$ cat config.mk
export PLATFORM = sky130hd
export DESIGN_NAME = rsx_exec
export DESIGN_NICKNAME = d
export VERILOG_FILES = /design/src/include/rsx_pkg.sv /design/src/rsx_sub8.sv /design/src/rsx_rot8.sv /design/src/rsx_exec.sv
export SDC_FILE = /design/constraint.sdc
export NUM_CORES = 1
export LEC_CHECK = 0
export ABC_AREA = 1
export BUFFER_PORTS_ARGS = -buffer_cell sky130_fd_sc_hd__clkbuf_2
export CAP_MARGIN = 20
export CORE_ASPECT_RATIO = 1.25
export CORE_MARGIN = 2
export CORE_UTILIZATION = 45
export CTS_CLUSTER_DIAMETER = 150
export DETAILED_ROUTE_END_ITERATION = 6
export PLACE_DENSITY = 0.68
export SYNTH_ARGS = -nofsm -noshare
export SYNTH_HDL_FRONTEND = slang
export SYNTH_HIERARCHICAL = 1
export SYNTH_SLANG_ARGS = --single-unit
$ cat constraint.sdc
create_clock -name mclk -period 3.55 [get_ports mclk]
set_clock_uncertainty 0.2 [all_clocks]
set_input_delay 0.1775 -clock mclk [delete_from_list [all_inputs] [get_ports mclk]]
set_output_delay 0.1775 -clock mclk [all_outputs]
set_load 0.01 [all_outputs]
$ cat src/include/rsx_pkg.sv
// package of opcodes, flag layout and carriers for the rotate/subtract/skip unit
package rsx_pkg;

  localparam int DATA_W = 8;
  localparam int PC_W = 13;

  // flag positions inside the 4-bit status register
  localparam int FLAG_C = 0;
  localparam int FLAG_HB = 1;
  localparam int FLAG_Z = 2;
  localparam int FLAG_WRAP = 3;

  localparam logic [7:0] ALL_ONES = 8'hff;
  localparam logic [7:0] ONE = 8'h01;
  localparam logic [3:0] STATUS_RST = 4'h0;
  localparam logic [PC_W-1:0] PC_RST = 13'h0000;
  localparam logic [7:0] WREG_RST = 8'h00;
  localparam logic [PC_W-1:0] IRQ_VECTOR = 13'h0004;

  typedef enum logic [4:0] {
    RSX_NOP,
    RSX_RET_LIT,
    RSX_IRET,
    RSX_ROT_L,
    RSX_ROT_L_W,
    RSX_ROT_LC,
    RSX_ROT_LC_W,
    RSX_ROT_R,
    RSX_ROT_R_W,
    RSX_ROT_RC,
    RSX_ROT_RC_W,
    RSX_SUB_BRW,
    RSX_SUB_BRW_M,
    RSX_SUB,
    RSX_SUBM,
    RSX_SUBI,
    RSX_DEC_SKIP,
    RSX_DEC_SKIP_W,
    RSX_INC_SKIP,
    RSX_INC_SKIP_W,
    RSX_BIT_SKIP,
    RSX_SET,
    RSX_SETB,
    RSX_SWAP
  } rsx_op_t;

  // one issued instruction with its operands
  typedef struct packed {
    rsx_op_t op;
    logic [7:0] mem;
    logic [7:0] lit;
    logic [2:0] bit_sel;
    logic [PC_W-1:0] stack_top;
  } rsx_issue_t;

  // result of one instruction, before the core applies it
  typedef struct packed {
    logic wr_wreg;
    logic wr_mem;
    logic [7:0] value;
    logic [3:0] flags;
    logic [3:0] flag_we;
    logic skip;
    logic pop;
    logic gate_set;
  } rsx_result_t;

endpackage

$ cat src/rsx_sub8.sv
// 8-bit subtractor with borrow-in and full flag generation
`timescale 1ns/100ps
module rsx_sub8 #(
  parameter int WIDTH = 8
) (
  input wire logic [WIDTH-1:0] minuend,
  input wire logic [WIDTH-1:0] subtrahend,
  input wire logic carry_in,
  output logic [WIDTH-1:0] diff,
  output logic [3:0] flags
);
  logic [WIDTH:0] full;
  logic [4:0] low;
  logic borrow_in;

  // the half-borrow tap is fixed at bit 4, so only bytes are served
  if (WIDTH != 8) begin : g_bad_width
    $error("rsx_sub8 serves only 8 bits");
  end

  // carry set means no borrow pending
  assign borrow_in = ~carry_in;
  assign full = {1'b0, minuend} - {1'b0, subtrahend} -
                {{WIDTH{1'b0}}, borrow_in};
  assign low = {1'b0, minuend[3:0]} - {1'b0, subtrahend[3:0]} -
               {4'h0, borrow_in};
  assign diff = full[WIDTH-1:0];

  always_comb begin
    flags = 4'h0;
    flags[rsx_pkg::FLAG_C] = ~full[WIDTH];
    flags[rsx_pkg::FLAG_HB] = ~low[4];
    flags[rsx_pkg::FLAG_Z] = (diff == '0);
    flags[rsx_pkg::FLAG_WRAP] = (minuend[WIDTH-1] != subtrahend[WIDTH-1]) &&
      (diff[WIDTH-1] != minuend[WIDTH-1]);
  end
endmodule

$ cat src/rsx_rot8.sv
// byte rotator: left or right, plain or through carry
`timescale 1ns/100ps
module rsx_rot8 (
  input wire logic [7:0] din,
  input wire logic right,
  input wire logic thru_carry,
  input wire logic carry_in,
  output logic [7:0] dout,
  output logic carry_out
);
  always_comb begin
    if (right) begin
      dout = {thru_carry ? carry_in : din[0], din[7:1]};
      carry_out = din[0];
    end else begin
      dout = {din[6:0], thru_carry ? carry_in : din[7]};
      carry_out = din[7];
    end
  end
endmodule

$ cat src/rsx_exec.sv
// execution unit for returns, rotates, subtracts, skips, sets and swap
`timescale 1ns/100ps
module rsx_exec #(
  parameter int PC_WIDTH = rsx_pkg::PC_W
) (
  input wire logic mclk,
  input wire logic rst,
  input wire logic issue_valid,
  input wire rsx_pkg::rsx_issue_t issue,
  input wire logic irq_pending,
  input wire logic gate_clear,
  output logic busy_reg,
  output logic [7:0] wreg_reg,
  output logic [3:0] status_reg,
  output logic master_irq_gate_reg,
  output logic mem_we_reg,
  output logic [7:0] mem_wdata_reg,
  output logic pc_load_reg,
  output logic [PC_WIDTH-1:0] pc_target_reg,
  output logic stack_pop_reg,
  output logic stack_push_reg,
  output logic [PC_WIDTH-1:0] push_value_reg,
  output logic skip_reg,
  output logic irq_enter_reg
);

  rsx_pkg::rsx_result_t res;
  logic [7:0] rot_out;
  logic rot_carry;
  logic [7:0] sub_b;
  logic [7:0] sub_diff;
  logic [3:0] sub_flags;
  logic sub_cin;
  logic rot_right;
  logic rot_thru;
  logic [7:0] dec_val;
  logic [7:0] inc_val;
  logic [7:0] bit_mask;
  logic fire;
  logic iret_irq;
  logic dummy_next;

  // the stack carrier in the issue struct is fixed at the package width
  if (PC_WIDTH != rsx_pkg::PC_W) begin : g_bad_pc
    $error("rsx_exec: PC_WIDTH must match");
  end

  assign fire = issue_valid && !busy_reg;
  assign dec_val = issue.mem - rsx_pkg::ONE;
  assign inc_val = issue.mem + rsx_pkg::ONE;

  // one compare per bit position instead of a shifter
  for (genvar i = 0; i < 8; i++) begin : g_mask
    assign bit_mask[i] = (issue.bit_sel == 3'(i));
  end

  always_comb begin
    rot_right = 1'b0;
    rot_thru = 1'b0;
    case (issue.op)
      rsx_pkg::RSX_ROT_R, rsx_pkg::RSX_ROT_R_W: rot_right = 1'b1;
      rsx_pkg::RSX_ROT_RC, rsx_pkg::RSX_ROT_RC_W: begin
        rot_right = 1'b1;
        rot_thru = 1'b1;
      end
      rsx_pkg::RSX_ROT_LC, rsx_pkg::RSX_ROT_LC_W: rot_thru = 1'b1;
      default: begin
        rot_right = 1'b0;
        rot_thru = 1'b0;
      end
    endcase
  end

  rsx_rot8 u_rot (
    .din(issue.mem),
    .right(rot_right),
    .thru_carry(rot_thru),
    .carry_in(status_reg[rsx_pkg::FLAG_C]),
    .dout(rot_out),
    .carry_out(rot_carry)
  );

  // immediate form swaps the memory operand for the literal
  assign sub_b = (issue.op == rsx_pkg::RSX_SUBI) ? issue.lit : issue.mem;
  // plain subtract behaves as borrow-free: carry-in forced to one
  assign sub_cin = (issue.op == rsx_pkg::RSX_SUB_BRW ||
                    issue.op == rsx_pkg::RSX_SUB_BRW_M) ?
                   status_reg[rsx_pkg::FLAG_C] : 1'b1;

  rsx_sub8 #(
    .WIDTH(8)
  ) u_sub (
    .minuend(wreg_reg),
    .subtrahend(sub_b),
    .carry_in(sub_cin),
    .diff(sub_diff),
    .flags(sub_flags)
  );

  // decode: what each instruction writes, and whether it skips
  always_comb begin
    res = '0;
    case (issue.op)
      rsx_pkg::RSX_RET_LIT: begin
        res.wr_wreg = 1'b1;
        res.value = issue.lit;
        res.pop = 1'b1;
      end
      rsx_pkg::RSX_IRET: begin
        res.pop = 1'b1;
        res.gate_set = 1'b1;
      end
      rsx_pkg::RSX_ROT_L, rsx_pkg::RSX_ROT_R: begin
        res.wr_mem = 1'b1;
        res.value = rot_out;
      end
      rsx_pkg::RSX_ROT_L_W, rsx_pkg::RSX_ROT_R_W: begin
        res.wr_wreg = 1'b1;
        res.value = rot_out;
      end
      rsx_pkg::RSX_ROT_LC, rsx_pkg::RSX_ROT_RC: begin
        res.wr_mem = 1'b1;
        res.value = rot_out;
        res.flags[rsx_pkg::FLAG_C] = rot_carry;
        res.flag_we[rsx_pkg::FLAG_C] = 1'b1;
      end
      rsx_pkg::RSX_ROT_LC_W, rsx_pkg::RSX_ROT_RC_W: begin
        res.wr_wreg = 1'b1;
        res.value = rot_out;
        res.flags[rsx_pkg::FLAG_C] = rot_carry;
        res.flag_we[rsx_pkg::FLAG_C] = 1'b1;
      end
      rsx_pkg::RSX_SUB_BRW, rsx_pkg::RSX_SUB, rsx_pkg::RSX_SUBI: begin
        res.wr_wreg = 1'b1;
        res.value = sub_diff;
        res.flags = sub_flags;
        res.flag_we = 4'hf;
      end
      rsx_pkg::RSX_SUB_BRW_M, rsx_pkg::RSX_SUBM: begin
        res.wr_mem = 1'b1;
        res.value = sub_diff;
        res.flags = sub_flags;
        res.flag_we = 4'hf;
      end
      rsx_pkg::RSX_DEC_SKIP: begin
        res.wr_mem = 1'b1;
        res.value = dec_val;
        res.skip = (dec_val == 8'h00);
      end
      rsx_pkg::RSX_DEC_SKIP_W: begin
        res.wr_wreg = 1'b1;
        res.value = dec_val;
        res.skip = (dec_val == 8'h00);
      end
      rsx_pkg::RSX_INC_SKIP: begin
        res.wr_mem = 1'b1;
        res.value = inc_val;
        res.skip = (inc_val == 8'h00);
      end
      rsx_pkg::RSX_INC_SKIP_W: begin
        res.wr_wreg = 1'b1;
        res.value = inc_val;
        res.skip = (inc_val == 8'h00);
      end
      rsx_pkg::RSX_BIT_SKIP: begin
        res.skip = |(issue.mem & bit_mask);
      end
      rsx_pkg::RSX_SET: begin
        res.wr_mem = 1'b1;
        res.value = rsx_pkg::ALL_ONES;
      end
      rsx_pkg::RSX_SETB: begin
        res.wr_mem = 1'b1;
        res.value = issue.mem | bit_mask;
      end
      rsx_pkg::RSX_SWAP: begin
        // no flag_we: swap keeps every flag
        res.wr_mem = 1'b1;
        res.value = {issue.mem[3:0], issue.mem[7:4]};
      end
      default: res = '0;
    endcase
  end

  // gate is reopened by the return, so a waiting request enters at once
  assign iret_irq = fire && res.gate_set && irq_pending;
  // a skip or a pc change costs a dummy cycle while the next op is fetched
  assign dummy_next = fire && (res.skip || res.pop);

  always_ff @(posedge mclk) begin
    if (rst) begin
      busy_reg <= 1'b0;
    end else begin
      busy_reg <= dummy_next;
    end
  end

  always_ff @(posedge mclk) begin
    if (rst) begin
      wreg_reg <= rsx_pkg::WREG_RST;
    end else if (fire && res.wr_wreg) begin
      wreg_reg <= res.value;
    end
  end

  always_ff @(posedge mclk) begin
    if (rst) begin
      status_reg <= rsx_pkg::STATUS_RST;
    end else if (fire) begin
      status_reg <= (status_reg & ~res.flag_we) | (res.flags & res.flag_we);
    end
  end

  always_ff @(posedge mclk) begin
    if (rst) begin
      master_irq_gate_reg <= 1'b0;
    end else if (iret_irq) begin
      // entering the pending routine closes the gate again
      master_irq_gate_reg <= 1'b0;
    end else if (fire && res.gate_set) begin
      master_irq_gate_reg <= 1'b1;
    end else if (gate_clear) begin
      master_irq_gate_reg <= 1'b0;
    end
  end

  always_ff @(posedge mclk) begin
    if (rst) begin
      mem_we_reg <= 1'b0;
    end else begin
      mem_we_reg <= fire && res.wr_mem;
    end
  end

  // data follows the decoder every cycle; only the strobe qualifies it
  always_ff @(posedge mclk) begin
    if (rst) begin
      mem_wdata_reg <= 8'h00;
    end else begin
      mem_wdata_reg <= res.value;
    end
  end

  always_ff @(posedge mclk) begin
    if (rst) begin
      pc_load_reg <= 1'b0;
      pc_target_reg <= rsx_pkg::PC_RST;
    end else begin
      pc_load_reg <= fire && res.pop;
      // pending interrupt: vector now, popped address goes back on stack
      pc_target_reg <= iret_irq ? rsx_pkg::IRQ_VECTOR : issue.stack_top;
    end
  end

  always_ff @(posedge mclk) begin
    if (rst) begin
      stack_pop_reg <= 1'b0;
      stack_push_reg <= 1'b0;
      push_value_reg <= rsx_pkg::PC_RST;
    end else begin
      stack_pop_reg <= fire && res.pop;
      stack_push_reg <= iret_irq;
      push_value_reg <= issue.stack_top;
    end
  end

  always_ff @(posedge mclk) begin
    if (rst) begin
      irq_enter_reg <= 1'b0;
    end else begin
      irq_enter_reg <= iret_irq;
    end
  end

  always_ff @(posedge mclk) begin
    if (rst) begin
      skip_reg <= 1'b0;
    end else begin
      skip_reg <= fire && res.skip;
    end
  end

endmodule

==> results of run 1 <==
[placed cells by master (no fill, tap or decap), types with 5 or more instances in the layout]
cell type	count
a21oi_1	30
clkbuf_2	95
clkbuf_8	5
dfxtp_1	52
dlygate4sd3_1	14
ha_1	18
inv_1	119
nand2_1	187
nand2_2	9
nand3_1	41
nand4_1	12
nor2_1	81
nor3_1	6
o21ai_0	23
[cells by family after synthesis]
group	share of synthesized area (%)
and+or+nand+nor	40.01
buffers and inverters	14.74
AOI/OAI and AO/OA	8.996
DFF	28.14
adders and majority gates	7.170
xor gates and xnor gates	0.9468
[worst max-delay path, cell delays in order]
cell,delay (ns)
clkbuf_2,0.12
nand2_1,0.21
inv_2,0.07
nand2_1,0.39
nor2_1,0.08
a21oi_1,0.26
ha_1,0.29
inv_1,0.06
ha_1,0.29
nand2_1,0.09
nand2_1,0.08
a21oi_1,0.16
nand3_1,0.11
nand2_2,0.10
inv_1,0.05
nand2_1,0.06
nand2_1,0.07
nor2_1,0.16
nand3_1,0.09
nand2_1,0.07
inv_1,0.04
[final cells by class]
type	instances	area share, %
clock buffers	5	1.548
clock inverters	3	0.4783
inverters	122	10.30
repair buffers	110	14.01
well taps	97	2.729
flip-flops and latches	52	23.41
multi-input cells	437	47.52
[power by group through the flow]
stage | registers (mW) | clock network [mW] | logic [mW]
4_1_cts | 0.636 | 0.335 | 0.506
2_1_floorplan | 0.665 | 0 | 0.324
3_5_place_dp | 0.650 | 0 | 0.491
5_1_grt | 0.640 | 0.352 | 0.577
6_report | 0.636 | 0.326 | 0.510
3_3_place_gp | 0.649 | 0 | 0.485
[stage by stage]
| stage | cell area, um2 | power, mW | util (%) |
|---|---|---|---|
| after floorplan | 3700 | 0.9896 | - |
| after global placement | 4217 | 1.134 | 52.05 |
| after detailed placement | 4217 | 1.141 | 52.05 |
| after CTS | 4447 | 1.478 | 54.89 |
| after global routing | 4447 | 1.568 | 54.89 |
| final | 4447 | 1.472 | 54.89 |
[final timing paths]
kind	from	to	slack (ns)	cells after the start
setup reg to reg	register	wreg_reg[7]	0.79	18
setup / recovery	issue[33]	wreg_reg[7]	0.52	21
hold / removal	issue[21]	mem_wdata_reg[5]	0.11	5
hold reg to reg	register	register	0.30	2
[what timing repair did]
action                     CTS  global route
hold buffers                14             0
gates resized for setup      0             0
setup endpoints to repair    0             0
hold endpoints to repair    27             0
[metal layers]
layer  GRT usage (%)  part of all wire, %  wire length, um
met1           28.26                   41             4345
met2           44.31                   51             5378
met3           1.566                  5.8              608
met4           6.803                  1.9              203
met5               0                    0                0
==> impl_metrics.yaml, run 1 <==
detailed_routing:
  ant_nets: 0
  wl_per_cell_um: 12.76
  first_pass_iters: 5
  drcViolationCount: 0
  drt-vias-per-instance: 4.898
  vias: 4046
  routed_wl_um: 10540
  drt-initial-drc-count: 214
timing:
  hold_viol: 0
  timing.fmax_ghz: 0.3304
  setup_tns_ns: 0
  fin_ws_ns: 0.5235
  rsz0062_at_grt: "false"
  holdWs_ns: 0.1081
  fin_crit_ns: 3.027
  post-route-period-util_pct: 85.25
  slew_violations: 0
  setup_viol: 0
  max_slew_margin_pct: 57.30
  worst_slew_pin_slew_ns: 0.6382
synth:
  yosysMostFrequentCell: "nand2_1"
  syn-num-nets: 689
  seq_area_frac_synth_pct: 28.14
  ys_warn_count: 6
  synth_area_um2: 3700
  netlist_instances: 627
  ys_top_cells_by_count: "187 x nand2_1, 119 x inv_1, 81 x nor2_1"
  synth.area.top_cells: "dfxtp_1 28%, nand2_1 19%, inv_1 12%"
  yosysTopAreaCellShare_pct: 28.14
  avgSynthCellArea_um2: 5.901
  synth_edf_count: 0
  ys_seq_elements: 52
  yosysTopAreaCell: "dfxtp_1"
  synth-async-reset-ratio_pct: 0
  synthDistinctLibCells: 30
  ys.flop_type: "dfxtp_1"
pwr:
  power.switching_mw: 0.5283
  powerDensity_nw_per_um2: 331.1
  switching_share_pct: 35.88
  pwr-share-comb_pct: 34.6
  seq_power_share_pct: 43.2
  pwr-share-clk_pct: 22.2
  ir_worst_vdd_uv: 269.1
  internal-power_mw: 0.9440
  leakagePower_nw: 2.631
cts:
  clock_path_buffers: 2
  cts_num_sinks: 52
  insertion_delay_ns: 0.30
  postCtsSetupBuffers: 0
  cts_root_buf: "clkbuf_8"
  cts_tree: "built"
  cts_made_buffers: 5
  htree_levels: 2
  path_clk_slew_ns: 0.09
global_route:
  grt_usage_pct: 23.58
  grt_pass1_wl_um: 17310
  grt_antenna_before_repair: 0
  grt_max_degree: 27
  grt_pass1_vias: 3819
  grt.overflow.total: 0
final_layout:
  n_antenna_cell: 0
  ff_latch_area_um2: 1041
  drive_gt1_share_pct: 17.42
  multi_input_area_um2: 2113
  syn2layout_area_growth_pct: 20.19
  fillers: 847
  final_nets: 790
  final_cells: 826
run:
  maxCapViolations: 0
placed_design:
  gp_congestion: 0.9797
  dpl.hpwl_um: 8414
  dp.cells: 804
  pre_cts_ws_ns: 0.3203
  buffer_ports.inserted: 95
die:
  die_area_um2: 8967
  die_x_um: 85.10
  start_util_pct: 45.67
  core_area_um2: 8102
  num_rows: 37
  dieHeight_um: 105.4
  num_io_pins: 96
outcome:
  status: "finished clean"
min_path:
  min-delay-path-class: "in2reg"
critical_path:
  critPathKind: "in2reg"
  critical_path_arrival_ns: 3.03
  required_ns: 3.55
  end_kind: "register"
  worst_setup_path_start_kind: "input port"
  cp_max_fo: 16
Note: power is estimated with default switching activity, not from simulation.
==> run 2, diff against run 1 <==
- CORE_MARGIN: 2 -> 1.5
- RECOVER_POWER: not set -> 25
==> run 2 against run 1 <==
Sequential power about the same. Total power increased by 0.83%. Register-to-register slack improved by 0.02 ns. Die area decreased by 2.1%. First-iteration DRC count decreased by 2.8%. Combinational power about the same. Via count increased by 1.6%. Clock-buffer cell count increased by 1. Final area decreased by 0.37%. Cell count decreased by 0.24%.
==> impl_metrics.yaml, run 2 (synthesis gave the netlist of run 1 again) <==
outcome:
  status: "finished clean"
final_layout:
  syn2layout_area_growth_pct: 19.75
  layout_common_cells: "187 x nand2_1, 119 x inv_1, 82 x clkbuf_2"
  drive_gt1_share_pct: 15.64
  finalCoreUtilization_pct: 56.21
  final_nets: 790
  final_common_cell: "nand2_1"
  final_cells: 824
  n_antenna_cell: 0
cts:
  insertion_delay_ns: 0.30
  cts_tree: "built"
  htree_levels: 2
  cts_made_buffers: 5
  clock_path_buffers: 2
  cts_num_sinks: 52
  path_clk_slew_ns: 0.08
  cts_root_buf: "clkbuf_8"
detailed_routing:
  drt-vias-per-instance: 4.990
  vias: 4112
  drt-initial-drc-count: 208
  drcViolationCount: 0
  first_pass_iters: 6
  wl_per_cell_um: 13.12
  routed_wl_um: 10810
  ant_nets: 0
die:
  die_area_um2: 8778
  num_io_pins: 96
  core_area_um2: 7883
  die_x_um: 84.10
  num_rows: 36
  dieHeight_um: 104.4
  start_util_pct: 46.94
timing:
  fin_ws_ns: 0.5434
  timing.fmax_ghz: 0.3326
  post-route-period-util_pct: 84.69
  rsz0062_at_grt: "false"
  max_slew_margin_pct: 56.29
  fin_crit_ns: 3.007
  setup_tns_ns: 0
  hold_viol: 0
  setup_viol: 0
  worst_slew_pin_slew_ns: 0.6532
  slew_violations: 0
global_route:
  grt_usage_pct: 24.69
  grt_max_degree: 27
  grt_pass1_vias: 3697
  grt.overflow.total: 0
  grt_antenna_before_repair: 0
  grt_pass1_wl_um: 17520
placed_design:
  pre_cts_ws_ns: 0.2996
  gp_congestion: 1.011
  dpl.hpwl_um: 8433
  buffer_ports.inserted: 95
  dp.cells: 802
critical_path:
  critical_path_arrival_ns: 3.01
  path_common_cell: "nand2_1"
  worst_setup_path_start_kind: "input port"
  path_cells: "clkbuf_2 -> nand2_1 -> inv_2 -> nand2_1 -> nor2_1 -> a21oi_1 -> fa_1 -> inv_1 -> fa_1 -> inv_1 -> nand2_2 -> nand2_2 -> nand2_2 -> nand2_1 -> nand3b_1 -> nand2_1 -> inv_1 -> nand2_1 -> nand3_1 -> nor2_1 -> nand3_1 -> nand2_1 -> inv_1"
  end_kind: "register"
  required_ns: 3.56
  reg2reg_depth: 18
  r2r-end: "wreg_reg[7]"
  ff2ff_setup_slack_ns: 0.81
  slowest_stage: "nand2_1"
  cp_max_fo: 16
  worst_path_largest_cell_delay_ns: 0.39
  critPathKind: "in2reg"
pwr:
  leakagePower_nw: 2.595
  powerDensity_nw_per_um2: 335.1
  ir_worst_vdd_uv: 300.8
min_path:
  hold_end: "mem_wdata_reg[5]"
  whs_path_depth: 5
  min-delay-path-class: "in2reg"
  hp-start: "issue[21]"
run:
  maxCapViolations: 0
==> run 2: cell types whose count changed in the layout (fill, tap and decap cells not counted) <==
cell        previous run  this run
clkbuf_2              95        82
clkinv_2               1         2
clkinvlp_4             1         0
inv_6                  1         0
clkbuf_1               0        13
clkbuf_8               5         6
==> run 2: layout make-up <==
class | count | area (um2)
fillers | 814 | 3452
multi-input cells | 437 | 2113
flip-flops and latches | 52 | 1041
repair buffers | 110 | 606.8
inverters | 122 | 457.9
well taps | 95 | 118.9
clock buffers | 6 | 82.58
clock inverters | 2 | 10.01
==> run 2: how the worst max path moves through the flow <==
stage	start	to	slack [ns]	depth (start not counted)
floorplan	issue[33]	wreg_reg[7]	0.78	20
global placement	issue[33]	wreg_reg[7]	0.37	21
detailed placement	issue[33]	wreg_reg[7]	0.30	21
CTS	issue[33]	wreg_reg[6]	0.61	23
global route	issue[33]	wreg_reg[6]	0.21	23
finish	issue[33]	wreg_reg[6]	0.54	23
==> run 2: per-layer routing <==
layer | vias to the layer above | GRT usage, % | wire length, um
met1 | 1816 | 29.24 | 4326
met2 | 147 | 45.54 | 5595
met3 | 29 | 2.381 | 551
met5 | - | 0 | 0
li1 | 2120 | - | -
met4 | 0 | 8.782 | 335
==> run 2: through the flow <==
| step | hold WS (ns) | cell area, um2 | total power [mW] |
|---|---|---|---|
| 5_1_grt | 0.1014 | 4431 | 1.583 |
| 6_report | 0.08477 | 4431 | 1.484 |
| 3_3_place_gp | 0.1847 | 4214 | 1.134 |
| 2_1_floorplan | 0.09584 | 3700 | 0.9896 |
| 4_1_cts | 0.08688 | 4447 | 1.493 |
| 3_5_place_dp | 0.1871 | 4214 | 1.141 |
==> run 2: what timing repair did <==
| item | CTS | global route |
|---|---|---|
| resized for setup | 0 | 0 |
| endpoints found under the hold margin | 27 | 0 |
| buffers inserted | 0 | 0 |
| hold buffers | 14 | 0 |
| endpoints found under the setup margin | 0 | 0 |
==> run 2: where the power goes <==
group,internal (mW),switching [mW]
sequential,0.619,0.0162
combinational,0.183,0.328
clock,0.156,0.183
==> run 2: worst max-delay path: cells and delay by family <==
| family | cells | cell delay [ns] |
|---|---|---|
| AOI/OAI and AO/OA | 1 | 0.20 |
| adders and majority gates | 2 | 0.61 |
| buffers and inverters | 6 | 0.42 |
| and+or+nand+nor | 14 | 1.61 |
==> run 3, diff against run 2 <==
- PLACE_DENSITY: 0.68 -> 0.7
- clock period: 3.55 -> 2.75 ns (I/O delays scaled with it)
==> run 3 against run 2 <==
Final area is 7.5% higher. Cell count is 4.5% higher. Sequential power is 29% higher. Total power is 36% higher. First-iteration DRC count is 35% higher. Hold slack worse by 0.025 ns. Critical path type is now reg2reg. Global-route usage is 0.66 points higher. Flip-flop and latch count stayed put.
==> impl_metrics.yaml, run 3 (synthesis gave the netlist of run 1 again) <==
die:
  dieHeight_um: 104.4
  core_area_um2: 7883
  num_rows: 36
  die_x_um: 84.10
  num_io_pins: 96
  die_area_um2: 8778
  start_util_pct: 46.94
critical_path:
  critPathKind: "reg2reg"
  critical_path_arrival_ns: 2.55
  required_ns: 2.77
  worst_setup_path_start_kind: "register"
  cp_max_fo: 3
  end_kind: "register"
pwr:
  power.switching_mw: 0.7100
  switching_share_pct: 35.18
  internal-power_mw: 1.308
  leakagePower_nw: 2.772
  power_mw: 2.019
  ir_worst_vdd_uv: 454.5
  pwr-share-comb_pct: 37.4
  pwr-share-clk_pct: 22.0
  seq_power_share_pct: 40.5
  powerDensity_nw_per_um2: 423.6
timing:
  post-route-period-util_pct: 92.31
  fin_crit_ns: 2.539
  setup_viol: 0
  holdWs_ns: 0.05973
  worst_slew_pin_slew_ns: 0.5887
  slew_violations: 0
  timing.fmax_ghz: 0.3939
  hold_viol: 0
  max_slew_margin_pct: 60.45
global_route:
  grt_antenna_before_repair: 0
  grt_pass1_wl_um: 17990
  grt_usage_pct: 25.35
  grt.overflow.total: 0
  grt_pass1_vias: 3986
  grt_max_degree: 27
placed_design:
  dpl.hpwl_um: 8766
  dp.cells: 838
  buffer_ports.inserted: 95
  post_dp_cell_area_um2: 4497
  gp_congestion: 0.9929
min_path:
  min-delay-path-class: "in2reg"
detailed_routing:
  routed_wl_um: 11090
  wl_met2_um: 5539
  vias: 4289
  m1WireLength_um: 4385
  wl_per_cell_um: 12.88
  ant_nets: 0
  drt-initial-drc-count: 281
  drcViolationCount: 0
  drt-vias-per-instance: 4.981
  dr.max_layer_used: "met4"
  dr_wl_met3_um: 662
  first_pass_iters: 4
final_layout:
  final_common_cell: "nand2_1"
  fillers: 792
  syn2layout_area_growth_pct: 28.78
  layout_common_cells: "185 x nand2_1, 119 x inv_1, 82 x clkbuf_2"
  final_cells: 861
  final_nets: 827
  drive_gt1_share_pct: 21.15
  finalCoreUtilization_pct: 60.44
  n_antenna_cell: 0
  finalInstanceArea_um2: 4765
run:
  maxCapViolations: 0
cts:
  cts_num_sinks: 52
  cts_made_buffers: 5
  htree_levels: 2
  cts_tree: "built"
  insertion_delay_ns: 0.31
  path_clk_slew_ns: 0.09
  clock_path_buffers: 2
  cts_root_buf: "clkbuf_8"
outcome:
  status: "finished clean"
-- run 3: what timing repair did --
action                                  CTS  global route
setup buffers                             0             1
gates resized for setup                   0            12
endpoints found under the setup margin    0             9
hold endpoints to repair                 27             0
hold buffers                             14             0
-- run 3: layer usage --
| metal | vias up | GRT usage, % |
|---|---|---|
| li1 | 2200 | - |
| met3 | 36 | 3.492 |
| met5 | - | 0 |
| met2 | 172 | 45.43 |
| met4 | 0 | 13.82 |
| met1 | 1881 | 28.49 |
-- run 3: final timing paths --
path | startpoint | end | slack, ns | cells after the start
hold reg to reg | register | register | 0.30 | 2
hold / removal | issue[21] | wreg_reg[5] | 0.06 | 7
setup / recovery | register | wreg_reg[7] | 0.21 | 18
setup reg to reg | register | wreg_reg[7] | 0.21 | 18
-- run 3: critical path, cell delays in order (launching register included) --
cell	delay, ns
dfxtp_1	0.34
inv_1	0.04
nand2_1	0.05
inv_1	0.05
fa_1	0.41
inv_1	0.09
ha_1	0.25
nand2_1	0.10
nand3_1	0.11
nand2_2	0.10
nand3_1	0.11
nand2_2	0.11
inv_1	0.05
nand2_1	0.06
nand2_1	0.05
nor2_1	0.13
nand3_1	0.09
nand2_1	0.07
inv_1	0.03
-- run 3: power groups by stage --
| stage | registers (mW) | clock network [mW] | logic (mW) |
|---|---|---|---|
| floorplan | 0.859 | 0 | 0.419 |
| global placement | 0.835 | 0 | 0.700 |
| detailed placement | 0.836 | 0 | 0.712 |
| CTS | 0.819 | 0.461 | 0.732 |
| global route | 0.824 | 0.489 | 0.849 |
| finish | 0.818 | 0.445 | 0.755 |
-- run 3: area by class of cell --
cell class                      count  area [um2]  share of cell area [%]
Multi-Input combinational cell    437        2152                   45.17
Inverter                          122       457.9                   9.611
Clock buffer                        6       82.58                   1.733
Timing Repair Buffer              147       897.1                   18.83
Tap cell                           95       118.9                   2.495
Clock inverter                      2       15.01                  0.3151
Sequential cell                    52        1041                   21.85
-- run 3: through the flow --
step	setup TNS [ns]	setup WS (ns)
3_5_place_dp	-0.7933	-0.1551
2_1_floorplan	0	0.01607
5_1_grt	-0.004272	-0.003124
4_1_cts	0	0.1664
3_3_place_gp	-0.3939	-0.1006
6_report	0	0.2114
